<file path="src/hw/pec_pkg.sv">
// shared constants for the two-counter performance monitor
// assumes a single system clock domain and a synchronous active-high reset
package pec_pkg;

	// counter width and pin lag in clocks
	localparam int CNT_W   = 40;
	localparam int PIN_LAG = 5;

	// register selects on the model-specific register port
	localparam logic [1:0] SEL_CTRL = 2'h0;
	localparam logic [1:0] SEL_CNT0 = 2'h1;
	localparam logic [1:0] SEL_CNT1 = 2'h2;

	// control register field positions and widths
	localparam int ES_W     = 6;
	localparam int CC_W     = 3;
	localparam int CODE0_LSB = 0;
	localparam int MODE0_LSB = 6;
	localparam int PF0_LSB   = 9;
	localparam int CODE1_LSB = 16;
	localparam int MODE1_LSB = 22;
	localparam int PF1_LSB   = 25;

	// count mode bits: low privilege, user level, clock counting
	localparam int CC_LOW = 0;
	localparam int CC_USR = 1;
	localparam int CC_CLK = 2;

	// reset value and the writable bits of the control register
	localparam logic [31:0] CTRL_RST  = 32'h0000_0000;
	localparam logic [31:0] CTRL_MASK = 32'h03ff_03ff;

	// field extraction, used once per counter
	function automatic logic [ES_W-1:0] ctl_code(input logic [31:0] c, input logic idx);
		ctl_code = idx ? c[CODE1_LSB +: ES_W] : c[CODE0_LSB +: ES_W];
	endfunction

	function automatic logic [CC_W-1:0] ctl_mode(input logic [31:0] c, input logic idx);
		ctl_mode = idx ? c[MODE1_LSB +: CC_W] : c[MODE0_LSB +: CC_W];
	endfunction

	function automatic logic ctl_pinf(input logic [31:0] c, input logic idx);
		ctl_pinf = idx ? c[PF1_LSB] : c[PF0_LSB];
	endfunction

endpackage

</file>
<file path="src/hw/pec_counter.sv">
// one performance counter with its pin indication delay line
// assumes event inputs are synchronous and one bit per event code
`timescale 1ns/1ps
module pec_counter
	import pec_pkg::*;
#(
	parameter int W   = CNT_W,
	parameter int LAG = PIN_LAG
) (
	input  wire logic             clk,
	input  wire logic             rst,
	input  wire logic [CC_W-1:0]  mode,
	input  wire logic             pin_fn,
	input  wire logic [ES_W-1:0]  code,
	input  wire logic [63:0]      evt_lvl,
	input  wire logic [63:0]      evt_two,
	input  wire logic [1:0]       priv_lvl,
	input  wire logic             wr_en,
	input  wire logic [W-1:0]     wr_val,
	output logic      [W-1:0]     count,
	output logic                  pin_dly
);

	generate
		if (W < 2 || W > 63) begin : g_bad_w
			$error("pec_counter: width out of range");
		end
		if (LAG < 3) begin : g_bad_lag
			$error("pec_counter: pin lag too short");
		end
	endgenerate

	typedef struct packed {
		logic [W-1:0]   cnt;
		logic [LAG-2:0] chain;
	} pec_cnt_t;

	pec_cnt_t st_r;
	pec_cnt_t st_nxt;
	logic     priv_ok;
	logic     run;
	logic     two;
	logic     ovf;
	logic     raw;
	logic [W:0] sum;

	// advance, wrap and pin source; a write beats counting in the same clock
	always_comb begin
		priv_ok = (priv_lvl == 2'h3) ? mode[CC_USR] : mode[CC_LOW];
		run     = priv_ok & evt_lvl[code];
		two     = run & ~mode[CC_CLK] & evt_two[code];
		sum     = {1'b0, st_r.cnt} + {{(W-1){1'b0}}, two, run & ~two};
		ovf     = run & ~wr_en & sum[W];
		raw     = pin_fn ? ovf : run;
		st_nxt       = st_r;
		st_nxt.cnt   = wr_en ? wr_val : sum[W-1:0];
		st_nxt.chain = {st_r.chain[LAG-3:0], raw};
	end

	// reset clears the count and the pin delay line so no stale pulse escapes
	always_ff @(posedge clk) begin
		if (rst) begin
			st_r.chain <= '0;
			st_r.cnt   <= '0;
		end else begin
			st_r <= st_nxt;
		end
	end

	assign count   = st_r.cnt;
	assign pin_dly = st_r.chain[LAG-2];

	AST_WRITE_LOAD: assert property (@(posedge clk) disable iff (rst)
		wr_en |=> count == $past(wr_val))
		else $error("counter write not loaded");

	AST_DUR_STEP: assert property (@(posedge clk) disable iff (rst)
		(run && mode[CC_CLK] && !wr_en) |=> count == W'($past(count) + 1))
		else $error("duration count did not add one");

	AST_DOUBLE: assert property (@(posedge clk) disable iff (rst)
		(two && !wr_en) |=> count == W'($past(count) + 2))
		else $error("double event did not add two");

	AST_IDLE: assert property (@(posedge clk) disable iff (rst)
		(mode[CC_USR:CC_LOW] == 2'h0 && !wr_en) |=> $stable(count))
		else $error("disabled counter moved");

	AST_WRAP: assert property (@(posedge clk) disable iff (rst)
		(run && !two && !wr_en && &count) |=> count == '0)
		else $error("counter did not wrap to zero");

	AST_LAG: assert property (@(posedge clk) disable iff (rst)
		raw |-> ##4 pin_dly)
		else $error("pin indication not delayed as expected");

endmodule

</file>
<file path="src/hw/pec_top.sv">
// two-counter performance monitor with control register and monitor pins
// assumes the processor presents one register access per cycle on the msr port
// and that event lines are synchronous to CLK
//
// Summary of operation
// - two independent 40-bit counters count events or clocks of a condition
// - register reads and writes only succeed at privilege level zero
// - control holds 6-bit event codes at bits 0-5 and 16-21
// - each counter has a 3-bit mode field at bits 6-8 and 22-24
// - mode low bit levels 0-2, middle level 3, high selects clocks
// - pin indications lag the internal event by a few clocks
// - overflow appears on its pin about five clocks after the wrap
// - reset clears the whole control register, disabling both counters
// - pin asserts once per advancing clock even when count adds two
// - duration counts add one per clock; pin holds throughout
// - overflow is the carry out of bit 39
// - pins follow BP_MODE, which reset does not touch; breakpoint mode removes counter indication
`timescale 1ns/1ps
module pec_top
	import pec_pkg::*;
#(
	parameter int CW = CNT_W
) (
	input  wire logic        CLK,
	input  wire logic        RST,
	input  wire logic [1:0]  MSR_SEL,
	input  wire logic        MSR_WR,
	input  wire logic        MSR_RD,
	input  wire logic [63:0] MSR_WDATA,
	input  wire logic [1:0]  CURRENT_PRIVILEGE_LEVEL,
	input  wire logic [63:0] EVT_LVL,
	input  wire logic [63:0] EVT_TWO,
	input  wire logic        BP_MODE,
	input  wire logic [1:0]  BP_MATCH,
	output logic      [63:0] MSR_RDATA,
	output logic             MSR_ACK,
	output logic             MSR_FAULT,
	output logic             MONITOR_PIN_ZERO,
	output logic             MONITOR_PIN_ONE
);

	generate
		if (CW < 2 || CW > 63) begin : g_bad_cw
			$error("pec_top: counter width out of range");
		end
	endgenerate

	typedef struct packed {
		logic [31:0] ctrl;
		logic [63:0] rdata;
		logic        ack;
		logic        fault;
		logic [1:0]  pins;
	} pec_top_t;

	pec_top_t       st_r;
	pec_top_t       st_nxt;
	logic           req;
	logic           priv_ok;
	logic           mapped;
	logic [1:0]     cnt_wr;
	logic [CW-1:0]  cnt_val [2];
	logic [1:0]     pin_cnt;

	// decode of the access; privilege and address checked together
	always_comb begin
		req     = MSR_WR | MSR_RD;
		priv_ok = CURRENT_PRIVILEGE_LEVEL == 2'h0;
		mapped  = MSR_SEL == SEL_CTRL || MSR_SEL == SEL_CNT0 || MSR_SEL == SEL_CNT1;
		cnt_wr[0] = MSR_WR & priv_ok & (MSR_SEL == SEL_CNT0);
		cnt_wr[1] = MSR_WR & priv_ok & (MSR_SEL == SEL_CNT1);
	end

	// the two counters share the event lines; each picks its own code
	for (genvar i = 0; i < 2; i++) begin : g_cnt
		pec_counter #(
			.W   (CW),
			.LAG (PIN_LAG)
		) u_cnt (
			.clk     (CLK),
			.rst     (RST),
			.mode    (ctl_mode(st_r.ctrl, 1'(i))),
			.pin_fn  (ctl_pinf(st_r.ctrl, 1'(i))),
			.code    (ctl_code(st_r.ctrl, 1'(i))),
			.evt_lvl (EVT_LVL),
			.evt_two (EVT_TWO),
			.priv_lvl(CURRENT_PRIVILEGE_LEVEL),
			.wr_en   (cnt_wr[i]),
			.wr_val  (MSR_WDATA[CW-1:0]),
			.count   (cnt_val[i]),
			.pin_dly (pin_cnt[i])
		);
	end

	// register file, answer and pin mux
	// the whole control word is written at once; there is no per-field write
	always_comb begin
		st_nxt       = st_r;
		st_nxt.ack   = req & priv_ok & mapped;
		st_nxt.fault = req & ~(priv_ok & mapped);
		if (MSR_WR && priv_ok && MSR_SEL == SEL_CTRL) begin
			st_nxt.ctrl = MSR_WDATA[31:0] & CTRL_MASK;
		end
		// reads sample the counters live; no need to stop them first
		st_nxt.rdata = 64'h0;
		if (MSR_RD && !MSR_WR && priv_ok) begin
			case (MSR_SEL)
				SEL_CTRL: st_nxt.rdata = {32'h0, st_r.ctrl};
				SEL_CNT0: st_nxt.rdata = {{(64-CW){1'b0}}, cnt_val[0]};
				SEL_CNT1: st_nxt.rdata = {{(64-CW){1'b0}}, cnt_val[1]};
				default:  st_nxt.rdata = 64'h0;
			endcase
		end
		// breakpoint mode takes the pins; counter indication is simply lost
		st_nxt.pins = BP_MODE ? BP_MATCH : pin_cnt;
	end

	// reset leaves both counters disabled and both pin registers low; pin use follows BP_MODE
	always_ff @(posedge CLK) begin
		if (RST) begin
			st_r.ctrl  <= CTRL_RST;
			st_r.rdata <= 64'h0;
			st_r.ack   <= 1'b0;
			st_r.fault <= 1'b0;
			st_r.pins  <= 2'h0;
		end else begin
			st_r <= st_nxt;
		end
	end

	assign MSR_RDATA        = st_r.rdata;
	assign MSR_ACK          = st_r.ack;
	assign MSR_FAULT        = st_r.fault;
	assign MONITOR_PIN_ZERO = st_r.pins[0];
	assign MONITOR_PIN_ONE  = st_r.pins[1];

	AST_RESET_CTRL: assert property (@(posedge CLK)
		RST |=> st_r.ctrl == 32'h0 && !MONITOR_PIN_ZERO && !MONITOR_PIN_ONE)
		else $error("control not cleared by reset");

	AST_PRIV_FAULT: assert property (@(posedge CLK) disable iff (RST)
		(MSR_WR && CURRENT_PRIVILEGE_LEVEL != 2'h0) |=> MSR_FAULT && !MSR_ACK && $stable(st_r.ctrl))
		else $error("unprivileged write not refused");

	AST_CTRL_WRITE: assert property (@(posedge CLK) disable iff (RST)
		(MSR_WR && priv_ok && MSR_SEL == SEL_CTRL)
		|=> st_r.ctrl == ($past(MSR_WDATA[31:0]) & CTRL_MASK) && MSR_ACK)
		else $error("control write not taken");

	AST_CTRL_READ: assert property (@(posedge CLK) disable iff (RST)
		(MSR_RD && !MSR_WR && priv_ok && MSR_SEL == SEL_CTRL)
		|=> MSR_RDATA == {32'h0, $past(st_r.ctrl)})
		else $error("control read returned wrong value");

	AST_BP_OVERRIDE: assert property (@(posedge CLK) disable iff (RST)
		BP_MODE |=> {MONITOR_PIN_ONE, MONITOR_PIN_ZERO} == $past(BP_MATCH))
		else $error("breakpoint mode did not own the pins");

	AST_PIN_FROM_CNT: assert property (@(posedge CLK) disable iff (RST)
		!BP_MODE |=> MONITOR_PIN_ZERO == $past(pin_cnt[0]))
		else $error("monitor pin not driven by counter");

	// answers on the register port: one cycle, one kind, data only on reads
	// a refused access must leave every register as it was, so the fault
	// checks below also watch the counter load strobes

	AST_QUIET_PORT: assert property (@(posedge CLK) disable iff (RST)
		!req |=> !MSR_ACK && !MSR_FAULT && MSR_RDATA == 64'h0)
		else $error("answer without a request");

	AST_UNMAPPED: assert property (@(posedge CLK) disable iff (RST)
		(req && MSR_SEL != SEL_CTRL && MSR_SEL != SEL_CNT0 && MSR_SEL != SEL_CNT1)
		|=> MSR_FAULT && !MSR_ACK && MSR_RDATA == 64'h0)
		else $error("unmapped select not refused");

	AST_GOOD_ACK: assert property (@(posedge CLK) disable iff (RST)
		(req && CURRENT_PRIVILEGE_LEVEL == 2'h0 && mapped) |=> MSR_ACK && !MSR_FAULT)
		else $error("privileged access not acknowledged");

	AST_USER_READ: assert property (@(posedge CLK) disable iff (RST)
		(MSR_RD && CURRENT_PRIVILEGE_LEVEL != 2'h0) |=> MSR_FAULT && MSR_RDATA == 64'h0)
		else $error("unprivileged read returned data");

	AST_WRITE_NO_DATA: assert property (@(posedge CLK) disable iff (RST)
		MSR_WR |=> MSR_RDATA == 64'h0)
		else $error("read data shown on a write cycle");

	AST_CNT0_READ: assert property (@(posedge CLK) disable iff (RST)
		(MSR_RD && !MSR_WR && priv_ok && MSR_SEL == SEL_CNT0)
		|=> MSR_RDATA == 64'($past(cnt_val[0])))
		else $error("counter zero read returned wrong value");

	AST_CNT1_READ: assert property (@(posedge CLK) disable iff (RST)
		(MSR_RD && !MSR_WR && priv_ok && MSR_SEL == SEL_CNT1)
		|=> MSR_RDATA == 64'($past(cnt_val[1])))
		else $error("counter one read returned wrong value");

	AST_CNT0_LOAD: assert property (@(posedge CLK) disable iff (RST)
		(MSR_WR && priv_ok && MSR_SEL == SEL_CNT0) |-> cnt_wr == 2'h1)
		else $error("counter zero load strobe missing");

	AST_NO_USER_LOAD: assert property (@(posedge CLK) disable iff (RST)
		CURRENT_PRIVILEGE_LEVEL != 2'h0 |-> cnt_wr == 2'h0)
		else $error("counter load at nonzero privilege");

	AST_CTRL_HOLD: assert property (@(posedge CLK) disable iff (RST)
		!(MSR_WR && priv_ok && MSR_SEL == SEL_CTRL) |=> $stable(st_r.ctrl))
		else $error("control changed without a write");

	AST_RESERVED: assert property (@(posedge CLK) disable iff (RST)
		(st_r.ctrl & ~CTRL_MASK) == 32'h0)
		else $error("reserved control bit set");

	AST_PIN_ONE_FROM_CNT: assert property (@(posedge CLK) disable iff (RST)
		!BP_MODE |=> MONITOR_PIN_ONE == $past(pin_cnt[1]))
		else $error("monitor pin one not driven by counter");

	AST_RESET_PORT: assert property (@(posedge CLK)
		RST |=> !MSR_ACK && !MSR_FAULT && MSR_RDATA == 64'h0)
		else $error("register port not quiet after reset");

endmodule

</file>
<file path="config.mk">
export PLATFORM = sky130hd
export DESIGN_NAME = pec_top
export DESIGN_NICKNAME = d
export VERILOG_FILES = /design/src/hw/pec_pkg.sv /design/src/hw/pec_counter.sv /design/src/hw/pec_top.sv
export SDC_FILE = /design/constraint.sdc
export NUM_CORES = 1
export LEC_CHECK = 0
export ABC_AREA = 1
export BUFFER_PORTS_ARGS = -buffer_cell sky130_fd_sc_hd__buf_2
export CAP_MARGIN = 10
export CORE_MARGIN = 4
export CORE_UTILIZATION = 55
export CTS_CLUSTER_SIZE = 40
export DETAILED_ROUTE_END_ITERATION = 10
export PLACE_DENSITY = 0.82
export RECOVER_POWER = 100
export SLEW_MARGIN = 20
export SYNTH_ARGS = -nofsm -noshare
export SYNTH_HDL_FRONTEND = slang
export SYNTH_SLANG_ARGS = --single-unit
</file>
<file path="constraint.sdc">
create_clock -name CLK -period 4.6 [get_ports CLK]
set_clock_uncertainty 0.05 [all_clocks]
set_input_delay 0.92 -clock CLK [delete_from_list [all_inputs] [get_ports CLK]]
set_output_delay 0.92 -clock CLK [all_outputs]
set_load 0.005 [all_outputs]
</file>
==> flow_summary.ini <==
[run_status]
outcome = finished, violations left
violations = max-capacitance violations, max-slew violations

[placement]
dp_cells = 2221
port_buffers = 222
gp_congestion = 1.01
hpwl_um = 31300

[die]
dieArea_mm2 = 0.0221
start_util_pct = 55.8
ioPinCount = 271
rows = 51
dieWidth_um = 149
coreArea_mm2 = 0.0195
die_h_um = 149

[yosys]
synth_top_flop_cell = dfxtp_1
yosysSeqAreaShare_pct = 28.0
async_flop_share_pct = 0
yosysTopAreaCell = dfxtp_1
syn_inst = 1813
synth_edf_count = 0
yosys.area.top_type_share_pct = 28.0
synth.most_common_cell = nand2_1
synthDistinctLibCells = 45
synthTopCellsByArea = dfxtp_1 (28%), nand2_1 (18%), nand3_1 (15%)
ys_ff_latch = 152
synth_common_cells = nand2_1 (531), nand3_1 (318), inv_1 (207)
yosysWarningCount = 0
syn-cell-area_mm2 = 0.0109
postSynthAreaPerCell_um2 = 5.99

[drt]
drtIter0Drc = 1995
routed_wl_um = 42000
wl_per_cell_um = 18.6
vias = 13200
drc = 0
drt.antenna.violating_nets = 0
first_pass_iters = 7
drt-vias-per-instance = 5.83

[setup_path]
r2r-end = g_cnt[0].u_cnt.count[26]
crit_path_start = MSR_SEL[1]
end_kind = flop
r2r_setup_slack_ns = 0.46
path_cells = clkbuf_1 -> inv_1 -> nor2_4 -> buf_4 -> inv_1 -> nor2_2 -> inv_1 -> or2_2 -> nand3_1 -> inv_1
worstPathMaxFanout = 72
crit_slowest_cell = inv_1
slowest_delay_ns = 1.00
arrival_ns = 4.51
required_ns = 4.88
start_kind = input pin
cpMostUsedCell = inv_1
rr_worst_depth = 23
r2r_start = st_r[68]
path_class = in -> reg

[global_route]
grt_use_total_pct = 37.1
antenna_found_initial = 0
grt_start_max_net_pins = 103
grt_pass1_wl_um = 64300
grt.overflow.total = 0
first_global_vias = 11800

[hold_path]
min_to = g_cnt[1].u_cnt.st_nxt[3]
hold_path_class = reg -> reg
min-delay-start = g_cnt[1].u_cnt.st_nxt[2]
hold_depth = 2

[sta]
timing_hold_violations_final = 0
period_needed_ns = 4.24
rsz0062_at_grt = no
tns_ns = 0
finalSetupViolCount = 0
fin_crit_sh_pct = 92.1
relSlewSlack_pct = -31.7
slew_viol_final = 242
tightest_slew_ns = 1.98
fmax_ghz = 0.236

[cells_and_area]
final_core_util_pct = 63.8
area_growth_pct = 14.3
drive_above_1_share_pct = 14.7
stdcell_count = 2255
nNetsFinal = 2184

[cts]
postCtsSetupRepairBufs = 0
cts_root_buf = clkbuf_16
cts_num_sinks = 152
cts_buffers = 17
hold_buffers = 0
ctsResizeCount = 0
clk_pin_slew_ns = 0.06
tritoncts = done
clk_latency_ns = 0.44
h-tree-depth = 4
cts_buffer_depth = 2

[power]
total_power_mw = 3.21
leakage_nw = 5.93
peakVddDrop_v = 0.000280
power.density_mw_per_mm2 = 259

[job]
maxCapViolCount = 3
[cells in the final DEF (no fill, tap or decap), drive strengths merged, types with 29 or more instances in the layout]
cell type and n:
nand2 539, nand3 319, inv 224, buf 213, dfxtp 152, nor2 122, o21ai 89, a21oi 55
clkbuf 43, o211ai 29
[metrics by stage]
step                hold slack, ns  instance area, um^2  worst slack, ns
floorplan                    0.338                11000             1.29
global placement             0.343                11900            0.570
global route                 0.369                12400            0.119
detailed placement           0.344                11900            0.506
CTS                          0.352                12500            0.566
finish                       0.350                12400            0.365
[state kept, by name, indices dropped and copies added (netlist names)]
name,cells
MONITOR_PIN_ONE,1
MSR_RDATA,40
MSR_ACK,1
MSR_FAULT,1
g_cnt.u_cnt.st_nxt,6
g_cnt.u_cnt.count,80
MONITOR_PIN_ZERO,1
st_r,20
g_cnt.u_cnt.pin_dly,2
[kinds of logic after synthesis]
| logic type | after synthesis | synth area share, % |
|---|---|---|
| XOR/XNOR | 27 | 2.18 |
| adder cells (fa/ha/maj) | 6 | 0.829 |
| other | 1 | 0.0345 |
| flip-flops | 152 | 28.0 |
| buffers and inverters | 342 | 13.5 |
| AND/OR/NAND/NOR | 1064 | 43.5 |
| AO/OA/AOI/OAI | 221 | 11.9 |
[power by group]
group          leakage (nW)  switching (mW)  total [mW]  internal (mW)
Sequential             1.23          0.0256        1.36           1.34
Combinational          4.42           0.260       0.406          0.146
Clock                 0.281           0.628        1.44          0.811
Total                  5.93           0.914        3.21           2.30
[worst max-delay path by stage]
stage,endpoint,slack [ns],depth (start not counted)
after floorplan,g_cnt[0].u_cnt.count[26],1.29,22
after global placement,g_cnt[0].u_cnt.count[26],0.57,23
after detailed placement,g_cnt[0].u_cnt.count[26],0.51,23
after CTS,g_cnt[0].u_cnt.count[26],0.57,23
after global routing,g_cnt[0].u_cnt.count[26],0.12,23
final,g_cnt[1].u_cnt.count[29],0.36,10
[worst max-delay path: cells and delay by family]
kind / cells / cell delay (ns)
buf+inv: 6 / 2.06
simple gates: 4 / 1.47
[final cells by class]
type                    instances  area [um^2]
clock buffers                  17          425
flip-flops and latches        152         3040
multi-input cells            1342         6400
fillers                      1879         7050
diodes                          2         5.00
repair buffers                239         1200
well taps                     265          332
inverters                     223          837
clock inverters                15          166
[layer usage]
metal,GRT usage [%],vias up,share of wire [%]
met3,9.02,128,13
met4,12.0,0,2.8
met2,57.7,863,45
met1,50.8,6016,39
met5,0,-,0
li1,-,6146,-
Power figures use the tool's default switching activity.
